File: src/rxcal_pkg.sv
/*
 * Shared constants and types for the receive calibration and reset control
 * block: register offsets, field positions, reset values, mode encodings,
 * bus answer codes and the soft reset timing.
 * Assumes a 100 MHz system clock and a 32-bit Avalon-MM register bus.
 */
package rxcal_pkg;

	// Clock and timing
	localparam int CLK_PERIOD_NS  = 10;
	localparam int SOFT_RESET_NS  = 100;
	localparam int SOFT_RESET_CYC =
		(SOFT_RESET_NS + CLK_PERIOD_NS - 1) / CLK_PERIOD_NS;
	localparam int RST_CNT_W      = 4;

	// Number of internal receive calibrations started by a recalibration
	localparam int CAL_COUNT = 4;

	// Bus widths
	localparam int ADDR_W = 8;
	localparam int DATA_W = 32;
	localparam int BE_W   = 4;

	// Register byte addresses
	localparam logic [7:0] ADDR_CAL_CTRL = 8'h08;
	localparam logic [7:0] ADDR_REF_CTRL = 8'h0c;
	localparam logic [7:0] ADDR_CAL_STAT = 8'h10;

	// Calibration control field positions
	localparam int BIT_SOFT_RESET  = 0;
	localparam int BIT_VCO_LSB     = 1;
	localparam int BIT_VCO_MSB     = 2;
	localparam int BIT_FORCE_RECAL = 3;

	// Reference control field positions
	localparam int BIT_REF_EN = 0;

	// Status field positions
	localparam int BIT_ST_LOL       = 0;
	localparam int BIT_ST_REF_PRES  = 1;
	localparam int BIT_ST_CENTRE    = 2;
	localparam int BIT_ST_SWEEP     = 3;
	localparam int BIT_ST_CAL_BUSY  = 4;
	localparam int BIT_ST_RST_BUSY  = 5;

	// VCO calibration mode encodings
	typedef enum logic [1:0] {
		VCO_AUTO    = 2'b00,
		VCO_REFLESS = 2'b01,
		VCO_REF     = 2'b10,
		VCO_INVALID = 2'b11
	} rxcal_vco_mode_t;

	// Reset values
	localparam rxcal_vco_mode_t VCO_MODE_RST = VCO_AUTO;
	localparam logic            REF_EN_RST   = 1'b0;

	// Avalon response codes
	localparam logic [1:0] RESP_OKAY   = 2'b00;
	localparam logic [1:0] RESP_SLVERR = 2'b10;

	// Soft reset sequencer states
	typedef enum logic {
		RST_IDLE,
		RST_RUN
	} rxcal_rst_state_t;

endpackage

File: src/rxcal_control.sv
/*
 * Receive calibration and reset control register bank.
 * Holds the calibration control register, a reference enable register and
 * a status register behind an Avalon-MM slave with waitrequest, starts the
 * internal receive calibrations, picks the VCO calibration strategy for
 * lock acquisition and runs a timed receive-side soft reset.
 * Assumes the calibration engines, the clock data recovery loop and the
 * reference detector sit outside on their own timing; their levels are
 * synchronised here. Other receive registers follow rx_soft_reset_o.
 */
// The Avalon-MM slave port was left to the implementer.
// Behaviour
// [RL1] Writing one to force_recalibration starts every receive calibration.
// [RL2] A recalibration leaves all receive-side register contents alone.
// [RL3] force_recalibration clears itself once every calibration is done.
// [RL4] vco_calibration_mode resets to automatic, which centres on a present and enabled reference.
// [RL5] In automatic mode without a present or enabled reference the full VCO range is swept.
// [RL6] Referenceless mode always sweeps the full VCO range.
// [RL7] Reference mode always centres the VCO pull range on the reference.
// [RL8] The invalid mode keeps loss_of_lock asserted for as long as it is set.
// [RL9] The host uses reference or automatic mode whenever it sets loopback.
// [RL10] The host leaves registers 77 and 98 alone while the reference is centring the VCO.
// [RL11] Writing one to receive_soft_reset returns every receive register to reset.
// [RL12] receive_soft_reset clears itself when the register reset has ended.
// [RL13] receiver_reference_enable decides whether automatic mode may use the reference.
// [RL14] Writing zero to a self-clearing bit does nothing; a running action finishes.
// [RL15] The upper four bits of the calibration control register read zero and ignore writes.
`timescale 1ns/1ps
`default_nettype none

module rxcal_control
	import rxcal_pkg::*;
(
	input  wire logic                            clk_sys_i,
	input  wire logic                            rst_b_i,
	// Avalon-MM slave
	input  wire logic [rxcal_pkg::ADDR_W-1:0]    avs_address_i,
	input  wire logic                            avs_read_i,
	input  wire logic                            avs_write_i,
	input  wire logic [rxcal_pkg::DATA_W-1:0]    avs_writedata_i,
	input  wire logic [rxcal_pkg::BE_W-1:0]      avs_byteenable_i,
	output logic      [rxcal_pkg::DATA_W-1:0]    avs_readdata_o,
	output logic      [1:0]                      avs_response_o,
	output logic                                 avs_waitrequest_o,
	// Reference clock detector and lock detector levels
	input  wire logic                            ref_clock_present_i,
	input  wire logic                            cdr_loss_of_lock_i,
	// Calibration engines
	input  wire logic [rxcal_pkg::CAL_COUNT-1:0] cal_done_i,
	output logic      [rxcal_pkg::CAL_COUNT-1:0] cal_start_o,
	// Lock acquisition strategy, loss of lock alarm and soft reset
	output logic                                 vco_centre_on_ref_o,
	output logic                                 vco_full_sweep_o,
	output logic                                 loss_of_lock_o,
	output logic                                 rx_soft_reset_o
);

	import rxcal_pkg::*;

	// Synchronised inputs
	logic [CAL_COUNT+1:0] sync_in;
	logic [CAL_COUNT+1:0] sync_out;
	logic                 ref_present;
	logic                 cdr_lol;
	logic [CAL_COUNT-1:0] cal_done;

	// Pin levels pass two flip-flops before use
	assign sync_in = {cal_done_i, cdr_loss_of_lock_i, ref_clock_present_i};

	rxcal_sync #(
		.W (CAL_COUNT + 2)
	) u_sync (
		.clk_sys_i (clk_sys_i),
		.rst_b_i   (rst_b_i),
		.async_i   (sync_in),
		.sync_o    (sync_out)
	);

	assign ref_present = sync_out[0];
	assign cdr_lol     = sync_out[1];
	assign cal_done    = sync_out[CAL_COUNT+1:2];

	// Bus handshake: one wait cycle, answer on the second cycle
	logic                ack_q;
	logic                req;
	logic                first_cycle;
	logic                wr_take;
	logic                lane0;
	logic                hit_cal_ctrl;
	logic                hit_ref_ctrl;
	logic                hit_cal_stat;
	logic                hit_any;
	logic [DATA_W-1:0]   rdata_d;
	logic [DATA_W-1:0]   rdata_q;
	logic [1:0]          resp_d;
	logic [1:0]          resp_q;

	// Request decode
	assign req          = avs_read_i | avs_write_i;
	assign first_cycle  = req & ~ack_q;
	assign wr_take      = avs_write_i & ack_q;
	assign lane0        = avs_byteenable_i[0];
	assign hit_cal_ctrl = (avs_address_i == ADDR_CAL_CTRL);
	assign hit_ref_ctrl = (avs_address_i == ADDR_REF_CTRL);
	assign hit_cal_stat = (avs_address_i == ADDR_CAL_STAT);
	assign hit_any      = hit_cal_ctrl | hit_ref_ctrl | hit_cal_stat;

	// Wait is released in the cycle after the request appears
	always_ff @(posedge clk_sys_i) begin
		if (!rst_b_i) begin
			ack_q <= 1'b0;
		end else begin
			ack_q <= first_cycle;
		end
	end

	assign avs_waitrequest_o = first_cycle;

	// Register state
	rxcal_vco_mode_t  vco_mode_q;
	rxcal_vco_mode_t  vco_mode_d;
	logic             ref_en_q;
	logic             ref_en_d;
	rxcal_rst_state_t rst_state_q;
	rxcal_rst_state_t rst_state_d;
	logic [RST_CNT_W-1:0] rst_cnt_q;
	logic [RST_CNT_W-1:0] rst_cnt_d;
	logic             wr_cal_ctrl;
	logic             wr_ref_ctrl;
	logic             recal_req;
	logic             reset_req;
	logic             reset_busy;
	logic             reset_end;
	logic             cal_busy;

	// Write strobes on the edge where waitrequest is low
	assign wr_cal_ctrl = wr_take & hit_cal_ctrl & lane0;
	assign wr_ref_ctrl = wr_take & hit_ref_ctrl & lane0;

	// Only a written one starts an action, and not while it runs
	assign recal_req = wr_cal_ctrl & avs_writedata_i[BIT_FORCE_RECAL]
		& ~cal_busy; // RL14
	assign reset_req = wr_cal_ctrl & avs_writedata_i[BIT_SOFT_RESET]
		& ~reset_busy; // RL14

	// Soft reset sequencer
	localparam logic [RST_CNT_W-1:0] RST_LAST =
		RST_CNT_W'(SOFT_RESET_CYC - 1);

	assign reset_busy = (rst_state_q == RST_RUN);
	assign reset_end  = reset_busy & (rst_cnt_q == RST_LAST);

	// Next state of the reset timer
	always_comb begin
		rst_state_d = rst_state_q;
		rst_cnt_d   = rst_cnt_q;
		case (rst_state_q)
			RST_IDLE: begin
				rst_cnt_d = '0;
				if (reset_req) begin
					rst_state_d = RST_RUN; // RL11
				end
			end
			RST_RUN: begin
				rst_cnt_d = rst_cnt_q + 1'b1;
				if (reset_end) begin
					rst_state_d = RST_IDLE; // RL12
					rst_cnt_d   = '0;
				end
			end
			default: begin
				rst_state_d = RST_IDLE;
				rst_cnt_d   = '0;
			end
		endcase
	end

	always_ff @(posedge clk_sys_i) begin
		if (!rst_b_i) begin
			rst_state_q <= RST_IDLE;
			rst_cnt_q   <= '0;
		end else begin
			rst_state_q <= rst_state_d;
			rst_cnt_q   <= rst_cnt_d;
		end
	end

	// Receive-side configuration registers
	// Soft reset holds them at reset values; recalibration never touches
	// them, so settings survive a recalibration
	always_comb begin
		vco_mode_d = vco_mode_q;
		ref_en_d   = ref_en_q;
		if (reset_busy) begin
			vco_mode_d = VCO_MODE_RST; // RL11
			ref_en_d   = REF_EN_RST; // RL11
		end else begin
			if (wr_cal_ctrl) begin
				vco_mode_d = rxcal_vco_mode_t'(
					avs_writedata_i[BIT_VCO_MSB:BIT_VCO_LSB]);
			end
			if (wr_ref_ctrl) begin
				ref_en_d = avs_writedata_i[BIT_REF_EN];
			end
		end
	end

	always_ff @(posedge clk_sys_i) begin
		if (!rst_b_i) begin
			vco_mode_q <= VCO_MODE_RST; // RL4
			ref_en_q   <= REF_EN_RST;
		end else begin
			vco_mode_q <= vco_mode_d; // RL2
			ref_en_q   <= ref_en_d;
		end
	end

	// Calibration launch and tracking
	rxcal_sequencer u_seq (
		.clk_sys_i   (clk_sys_i),
		.rst_b_i     (rst_b_i),
		.start_i     (recal_req), // RL1
		.done_i      (cal_done),
		.cal_start_o (cal_start_o),
		.busy_o      (cal_busy)
	);

	// VCO calibration strategy
	logic ref_usable;
	logic centre_d;
	logic sweep_d;
	logic lol_d;
	logic centre_q;
	logic sweep_q;
	logic lol_q;

	// Automatic mode uses the reference only when present and enabled
	assign ref_usable = ref_present & ref_en_q; // RL13

	always_comb begin
		centre_d = 1'b0;
		sweep_d  = 1'b0;
		case (vco_mode_q)
			VCO_AUTO: begin
				centre_d = ref_usable; // RL4
				sweep_d  = ~ref_usable; // RL5
			end
			VCO_REFLESS: begin
				sweep_d = 1'b1; // RL6
			end
			VCO_REF: begin
				centre_d = 1'b1; // RL7
			end
			default: begin
				centre_d = 1'b0;
				sweep_d  = 1'b0;
			end
		endcase
	end

	// Invalid mode pins the loss of lock alarm on
	assign lol_d = cdr_lol | (vco_mode_q == VCO_INVALID); // RL8

	always_ff @(posedge clk_sys_i) begin
		if (!rst_b_i) begin
			centre_q <= 1'b0;
			sweep_q  <= 1'b0;
			lol_q    <= 1'b0;
		end else begin
			centre_q <= centre_d;
			sweep_q  <= sweep_d;
			lol_q    <= lol_d;
		end
	end

	assign vco_centre_on_ref_o = centre_q;
	assign vco_full_sweep_o    = sweep_q;
	assign loss_of_lock_o      = lol_q;
	assign rx_soft_reset_o     = reset_busy;

	// Read data and response
	logic [7:0] cal_ctrl_rd;
	logic [7:0] ref_ctrl_rd;
	logic [7:0] cal_stat_rd;

	// Upper bits read zero; self-clearing bits show the running action
	assign cal_ctrl_rd = {4'h0, cal_busy, vco_mode_q, reset_busy}; // RL15
	assign ref_ctrl_rd = {7'h00, ref_en_q};
	assign cal_stat_rd = {2'b00, reset_busy, cal_busy, sweep_q, centre_q,
		ref_present, lol_q};

	always_comb begin
		rdata_d = '0;
		if (hit_cal_ctrl) begin
			rdata_d = {24'h000000, cal_ctrl_rd}; // RL3
		end else if (hit_ref_ctrl) begin
			rdata_d = {24'h000000, ref_ctrl_rd};
		end else if (hit_cal_stat) begin
			rdata_d = {24'h000000, cal_stat_rd};
		end
	end

	assign resp_d = hit_any ? RESP_OKAY : RESP_SLVERR;

	// Captured in the wait cycle so they stand at the answering edge
	always_ff @(posedge clk_sys_i) begin
		if (!rst_b_i) begin
			rdata_q <= '0;
			resp_q  <= RESP_OKAY;
		end else if (first_cycle) begin
			rdata_q <= avs_read_i ? rdata_d : '0;
			resp_q  <= resp_d;
		end
	end

	assign avs_readdata_o = rdata_q;
	assign avs_response_o = resp_q;

endmodule

`default_nettype wire

File: src/rxcal_sequencer.sv
/*
 * Calibration sequencer: on a start pulse it launches every internal
 * receive calibration at once and tracks each until its done level is seen.
 * Assumes done levels are already synchronised and that each engine drops
 * done when it sees its start pulse.
 */
`timescale 1ns/1ps
`default_nettype none

module rxcal_sequencer
	import rxcal_pkg::*;
(
	input  wire logic                 clk_sys_i,
	input  wire logic                 rst_b_i,
	input  wire logic                 start_i,
	input  wire logic [CAL_COUNT-1:0] done_i,
	output logic      [CAL_COUNT-1:0] cal_start_o,
	output logic                      busy_o
);

	logic [CAL_COUNT-1:0] pending_q;
	logic [CAL_COUNT-1:0] armed_q;
	logic [CAL_COUNT-1:0] start_q;

	// One tracker per calibration engine
	for (genvar i = 0; i < CAL_COUNT; i++) begin : g_cal
		// Start pulse, then wait until done is seen low before trusting done
		always_ff @(posedge clk_sys_i) begin
			if (!rst_b_i) begin
				pending_q[i] <= 1'b0;
				armed_q[i]   <= 1'b0;
				start_q[i]   <= 1'b0;
			end else begin
				start_q[i] <= start_i; // RL1
				if (start_i) begin
					pending_q[i] <= 1'b1; // RL1
					armed_q[i]   <= 1'b0;
				end else if (pending_q[i] && !armed_q[i]) begin
					armed_q[i] <= !done_i[i];
				end else if (pending_q[i] && done_i[i]) begin
					pending_q[i] <= 1'b0; // RL3
				end
			end
		end
	end

	assign cal_start_o = start_q;
	assign busy_o      = |pending_q; // RL3

endmodule

`default_nettype wire

File: src/rxcal_sync.sv
/*
 * Two flip-flop synchroniser for a group of independent level signals.
 * Assumes each bit is a slow level from outside the system clock domain;
 * multi-bit words are not kept coherent.
 */
`timescale 1ns/1ps
`default_nettype none

module rxcal_sync #(
	parameter int W = 1
) (
	input  wire logic         clk_sys_i,
	input  wire logic         rst_b_i,
	input  wire logic [W-1:0] async_i,
	output logic      [W-1:0] sync_o
);

	logic [W-1:0] meta_q;
	logic [W-1:0] sync_q;

	// First stage feeds only the second stage
	always_ff @(posedge clk_sys_i) begin
		if (!rst_b_i) begin
			meta_q <= '0;
			sync_q <= '0;
		end else begin
			meta_q <= async_i;
			sync_q <= meta_q;
		end
	end

	assign sync_o = sync_q;

endmodule

`default_nettype wire
File: config.mk
export PLATFORM = sky130hd
export DESIGN_NAME = rxcal_control
export DESIGN_NICKNAME = d
export VERILOG_FILES = /design/src/rxcal_pkg.sv /design/src/rxcal_control.sv /design/src/rxcal_sequencer.sv /design/src/rxcal_sync.sv
export SDC_FILE = /design/constraint.sdc
export NUM_CORES = 1
export LEC_CHECK = 0
export BUFFER_PORTS_ARGS = -buffer_cell sky130_fd_sc_hd__buf_4
export CAP_MARGIN = 20
export CORE_MARGIN = 2
export CORE_UTILIZATION = 48
export CTS_CLUSTER_DIAMETER = 40
export DETAILED_ROUTE_END_ITERATION = 10
export HOLD_SLACK_MARGIN = 0.12
export PLACE_DENSITY = 0.85
export REMOVE_ABC_BUFFERS = 1
export SETUP_SLACK_MARGIN = 0.05
export SLEW_MARGIN = 20
export SYNTH_ARGS = -nofsm -noshare
export SYNTH_HDL_FRONTEND = slang
export SYNTH_HIERARCHICAL = 1
export SYNTH_SLANG_ARGS = --single-unit
File: constraint.sdc
create_clock -name clk_sys_i -period 3.7 [get_ports clk_sys_i]
set_input_delay 0.74 -clock clk_sys_i [delete_from_list [all_inputs] [get_ports clk_sys_i]]
set_output_delay 0.74 -clock clk_sys_i [all_outputs]
set_load 0.005 [all_outputs]
Word-level counts from Yosys, hierarchy flattened

Cells that the tools add are included.

Add/sub/neg operators: 1
Equality and inequality tests: 11
Muxes and demuxes: 24
Bitwise gates (word level): 21
Reductions and logical operators: 28

Operators by type and width:

| operator                                                        | number |
|---|---|
| 32-bit two-way mux                                              | 1 |
| 6-bit two-way mux                                               | 3 |
| 8-bit by 4-bit == test with 1-bit output, second input constant | 2 |
| 1-bit two-way mux                                               | 14 |
| 1-bit bitwise AND                                               | 12 |
| 8-bit by 5-bit == test with 1-bit output, second input constant | 1 |
| 1-bit logical AND                                               | 8 |
| 1-bit zero test                                                 | 8 |
| 2-bit by 1-bit != test with 1-bit output, second input constant | 4 |
| 4-bit one-hot mux with 2 select lines                           | 1 |
| 2-bit AND reduction                                             | 4 |
| 2-bit nonzero test                                              | 4 |
| 1-bit one-hot mux with 2 select lines                           | 3 |
| 1-bit NOT                                                       | 5 |
| 4-bit by 1-bit adder with 4-bit output, second input constant   | 1 |
| 2-bit == test, second input constant                            | 2 |
| 4-bit == test, second input constant                            | 1 |
| 4-bit two-way mux                                               | 1 |
| 1-bit OR                                                        | 4 |
| 2-bit OR reduction                                              | 2 |
| 4-bit OR reduction                                              | 1 |
| 2-bit by 1-bit == test with 1-bit output, second input constant | 1 |
| 2-bit zero test                                                 | 1 |
| 2-bit two-way mux                                               | 1 |

Bits in registers: 67
Output and inout port bits: 43

Depth between registers and ports, before layout

Depth after elaboration: 7
Depth in mapped cells: 6

Modules after synthesis

The synthesis kept the hierarchy.

Modules (own cells, without submodules):

| module          | times used | cells an instance | area an instance (µm²) | seq. area each (µm²) |
|---|---|---|---|---|
| rxcal_control   | 1          | 126               | 1132.3                 | 380.4 |
| rxcal_sync      | 1          | 25                | 336.6                  | 240.2 |
| rxcal_sequencer | 1          | 36                | 332.8                  | 180.2 |

Worst setup path after synthesis

Ideal clock, no wire load.

Kind: input-to-reg
From: in avs_address_i[7] in the netlist's numbering
To: reg u_seq.pending_q[3]
Arrival time: 2.067 ns
Required time: 3.626 ns
Path slack: 1.559 ns
Stages on the path: 5
Path buffers: 0
Path through: nor4_4 nand4_1 nor3b_1 inv_1 a31oi_1

Longest elaborated chain between the ends: 7
Elaborated cells between the ends (all ways): 9
Classes of those cells: eq/ne (2); mux (1); bitwise (4); reduce/logical (2)

Ends and longest elaborated chain:

| item                                                                                            | line                  | text |
|---|---|---|
| start: declaration                                                                              | rxcal_control.sv:37   | `input wire logic [rxcal_pkg::ADDR_W-1:0] avs_address_i,` |
| 8-bit by 4-bit == test with 1-bit output *                                                      | rxcal_control.sv:103  | `assign hit_cal_ctrl = (avs_address_i == ADDR_CAL_CTRL);` |
| 1-bit bitwise AND * (2 in a row)                                                                | rxcal_control.sv:137  | `assign wr_cal_ctrl = wr_take & hit_cal_ctrl & lane0;` |
| 1-bit bitwise AND *                                                                             | rxcal_control.sv:141  | `assign recal_req = wr_cal_ctrl & avs_writedata_i[BIT_FORCE_RECAL]` |
| 1-bit bitwise AND *                                                                             | rxcal_control.sv:142  | `& ~cal_busy;` |
| via recal_req                                                                                   | rxcal_control.sv:130  | `logic recal_req;` |
| 2-bit by 1-bit != test with 1-bit output (no source line) or 2-bit nonzero test (tied branches) | --                    |  |
| 2-bit AND reduction (no source line)                                                            | --                    |  |
| end signal: indexed assignment                                                                  | rxcal_sequencer.sv:30 | `pending_q[i] <= 1'b0;` |
| end signal: indexed assignment                                                                  | rxcal_sequencer.sv:36 | `pending_q[i] <= 1'b1;` |
| end signal: indexed assignment                                                                  | rxcal_sequencer.sv:41 | `pending_q[i] <= 1'b0;` |
| end: declaration                                                                                | rxcal_sequencer.sv:21 | `logic [CAL_COUNT-1:0] pending_q;` |

Mark *: on every way through the listed nets, which the timed path passes. The rest lies on a longest branch.
A chain may end at the register's enable or synchronous reset.

Worst setup path after layout

From: in avs_read_i
To: out avs_waitrequest_o

Longest elaborated chain between the ends: 2

Ends and longest elaborated chain:

| item               | line                 | text |
|---|---|---|
| start: declaration | rxcal_control.sv:38  | `input wire logic avs_read_i,` |
| 1-bit OR           | rxcal_control.sv:99  | `assign req = avs_read_i \| avs_write_i;` |
| 1-bit bitwise AND  | rxcal_control.sv:100 | `assign first_cycle = req & ~ack_q;` |
| end: declaration   | rxcal_control.sv:44  | `output logic avs_waitrequest_o,` |

No other way between the ends.

==> impl_results.md <==
- Worst EP required: about 3.0 ns
- Final setup viols: 0
- Area Growth Syn to Fin: 16.7%
- First-pass GRT wire length: 5.33 mm
- Iter 0 DRT Violations: 64
- Final hold vios: 0
- Skew final: approximately 0.0052 ns
- Core ar.: 3630 um^2
- Total negative setup slack: 0 ns
- Placed insts: ~270
- GR Overflow Total: 0
- RSZ-0062 raised after global routing: false
- Hold crit path type: reg2reg
- Register area share after synthesis: between 40 and 50%
- Worst vdd ir: around 250 uV
- Pin count of the biggest net entering global routing: 33
- IO buf count: 38
- NumNets Final: 280
- Maxcap violations: 0
- Clock power share: 40.4%
- GRT Util Overall: between 10% and 20%
- Final RePlAce weighted congestion: around 0.75
- Initial Util: ~50%
- Die height: ~65 um
- Share of post-route cells with drive strength above 1: 24.9%
- Most common cell after layout, fill and taps aside: dfxtp_1
- Ratio of final minimum period to clock period: between 60% and 70%
- Initial antenna violation count: 0
- # DRC: 0
- Ant diodes: 0
- Internal Power: around 0.00067 W
- CTS tree: yes
- Critical Path End Type: output port
- Part of the power in registers: between 50% and 60%
- GRT Max-Usage Layer: met2
- Number of synthesized register bits: 40
- Clock buffer depth: 2
- PwrDens: just over 400 nW/um^2
- Origin of the critical flop-to-flop path: u_seq/pending_q[3]
- Met1 usage: just over 20%
- First-pass DRT Iterations: 4
- M2 GR Usage: between 20% and 30%
- Status: completed
- Critical Path AT: 1.71 ns
- Vias per cell: ~4.6
- Combinational power share: 7.5%
- Clock root buffer: clkbuf_8
- Min-delay src: u_sync/meta_q[4]
- Synth Cell Area: between 1500 and 2000 um^2
- Number of CTS-inserted buffers: 5
- Wire length per cell: approximately 11 um
- Final WL: ~3 mm
- Detail Route Antenna Nets: 0
- Total I/O pin count: 97
- Number of distinct library cells after synthesis: 39
- Htree depth: 2
- Die W: approximately 65 um
- Sw frac: between 20% and 30%
- Critical Path Source: avs_read_i
- Peak Freq: 0.408 GHz
- Net switching power: about 0.00018 W
- Worst setup SP type: input port
- Clock latency on the worst-skew pair: around 0.29 ns
- CTS Hold Bufs: 0
- Tmin final: 2.45 ns
- Number of global-route vias before repair: between 1000 and 1500
- Number of flops mapped to enable cells by yosys: 0
- Fin. max-slew vios: 0
- Prevailing post-synth register cell: dfxtp_1
- Leak: 0.929 nW
- Clk sinks: 40
- Critical path class: in2out
- YS warnings: 6
- Via count: ~1300
- Most frequent cells in the layout: 40 x dfxtp_1, 38 x buf_4, 27 x conb_1, 12 x nand2_1
- Non-filler cells, final: approximately 270
- Post-Syn Instances: roughly 190
- Avg Inst Size Synth: between 9 and 10 um^2
- CTS resizes: 0
- Relative slew margins: 55.4%
- Die ar.: approximately 4300 um^2
- Worst-path clk slew: about 0.070 ns
- Detailed Place HPWL: ~2.2 mm
- Row cnt: 22
- Async set-reset flop share out of synthesis: 0%
- Grt met3 use: 2.40%
- CP max FO: 8
- Slew @ Worst Pin: between 0.6 and 0.7 ns
- # Post-CTS Setup Buffers: 0
## cells by family (layout without fill, tap and decap cells)
logic type	Yosys count	in the layout	synth area share [%]
AOI/OAI and AO/OA	29	29	10.6
xor gates and xnor gates	2	2	0.972
adders and majority gates	2	2	1.39
buffers and inverters	42	54	15.6
DFF	40	40	44.4
muxes	3	3	1.67
other	1	27	0.208
and+or+nand+nor	68	68	25.1
## cell type report
class	instances	area, um^2
fill	333	1530
tap	48	60.1
inverter	8	30.0
clock buffer	6	72.6
clock inverter	2	35.0
multi-input combinational	131	818
sequential	40	801
timing repair buffer	38	285
## power groups by stage
stage          logic [W]  registers (W)  clock network, W
3_3_place_gp   0.0000621       0.000452                 0
2_1_floorplan  0.0000273       0.000452                 0
5_1_grt        0.0000715       0.000444          0.000371
3_5_place_dp   0.0000625       0.000453                 0
6_report       0.0000633       0.000443          0.000343
4_1_cts        0.0000629       0.000442          0.000353
## critical path, stage by stage
cell,delay [ns]
buf_4,0.11
o21bai_1,0.54
inv_1,0.14
buf_4,0.17
## synth_stat cells (2+ instances only)
master / n / share of area (%)
nor3b_1: 3 / 1.2
o21ai_0: 6 / 1.7
and2_2: 8 / 3.3
nand2b_1: 5 / 1.7
a31oi_1: 4 / 1.4
buf_4: 30 / 13
nand2_1: 12 / 2.5
nand4_1: 4 / 1.4
and2_1: 6 / 2.1
inv_1: 8 / 1.7
nand3_1: 3 / 0.83
nor2b_1: 4 / 1.4
nor4_4: 2 / 2.4
nor2_1: 7 / 1.5
a21oi_1: 6 / 1.7
ha_1: 2 / 1.4
mux2i_1: 3 / 1.7
a21boi_0: 5 / 2.1
dfxtp_1: 40 / 44
and3b_1: 8 / 3.9
o2111ai_1: 3 / 1.5
## through the flow
step | setup WS (ns) | hold slack (ns) | instance area (um^2) | power, W | util (%)
after floorplan | 1.56 | 0.412 | 1650 | 0.000479 | -
after global placement | 0.962 | 0.418 | 1990 | 0.000514 | 54.9
after detailed placement | 0.944 | 0.422 | 1990 | 0.000515 | 54.9
after CTS | 1.24 | 0.439 | 2100 | 0.000858 | 57.9
after global routing | 1.03 | 0.450 | 2100 | 0.000887 | 57.9
final | 1.25 | 0.435 | 2100 | 0.000849 | 57.9
## per-layer routing
metal	up-vias	wire [um]
met2	43	1420
met3	8	172
li1	652	-
met5	-	0
met4	0	86
met1	558	1320
## state kept, by name, summed over array words and instances, names as in the netlist
name                 cells
ack_q                    1
avs_readdata_o           6
avs_response_o           1
loss_of_lock_o           1
ref_en_q                 1
rst_cnt_q                4
rx_soft_reset_o          1
u_seq/armed_q            4
u_seq/cal_start_o        1
u_seq/pending_q          4
u_sync/meta_q            6
u_sync/sync_o            6
vco_centre_on_ref_o      1
vco_full_sweep_o         1
vco_mode_q               2
## worst paths after layout
kind	cells after the start	slack [ns]	to
setup reg to reg	4	1.79	u_seq/pending_q[3]
hold / removal	1	0.44	u_sync/sync_o[4]
hold reg to reg	1	0.44	u_sync/sync_o[4]
setup / recovery	4	1.25	avs_waitrequest_o
Note: power is estimated with default switching activity, not from simulation.
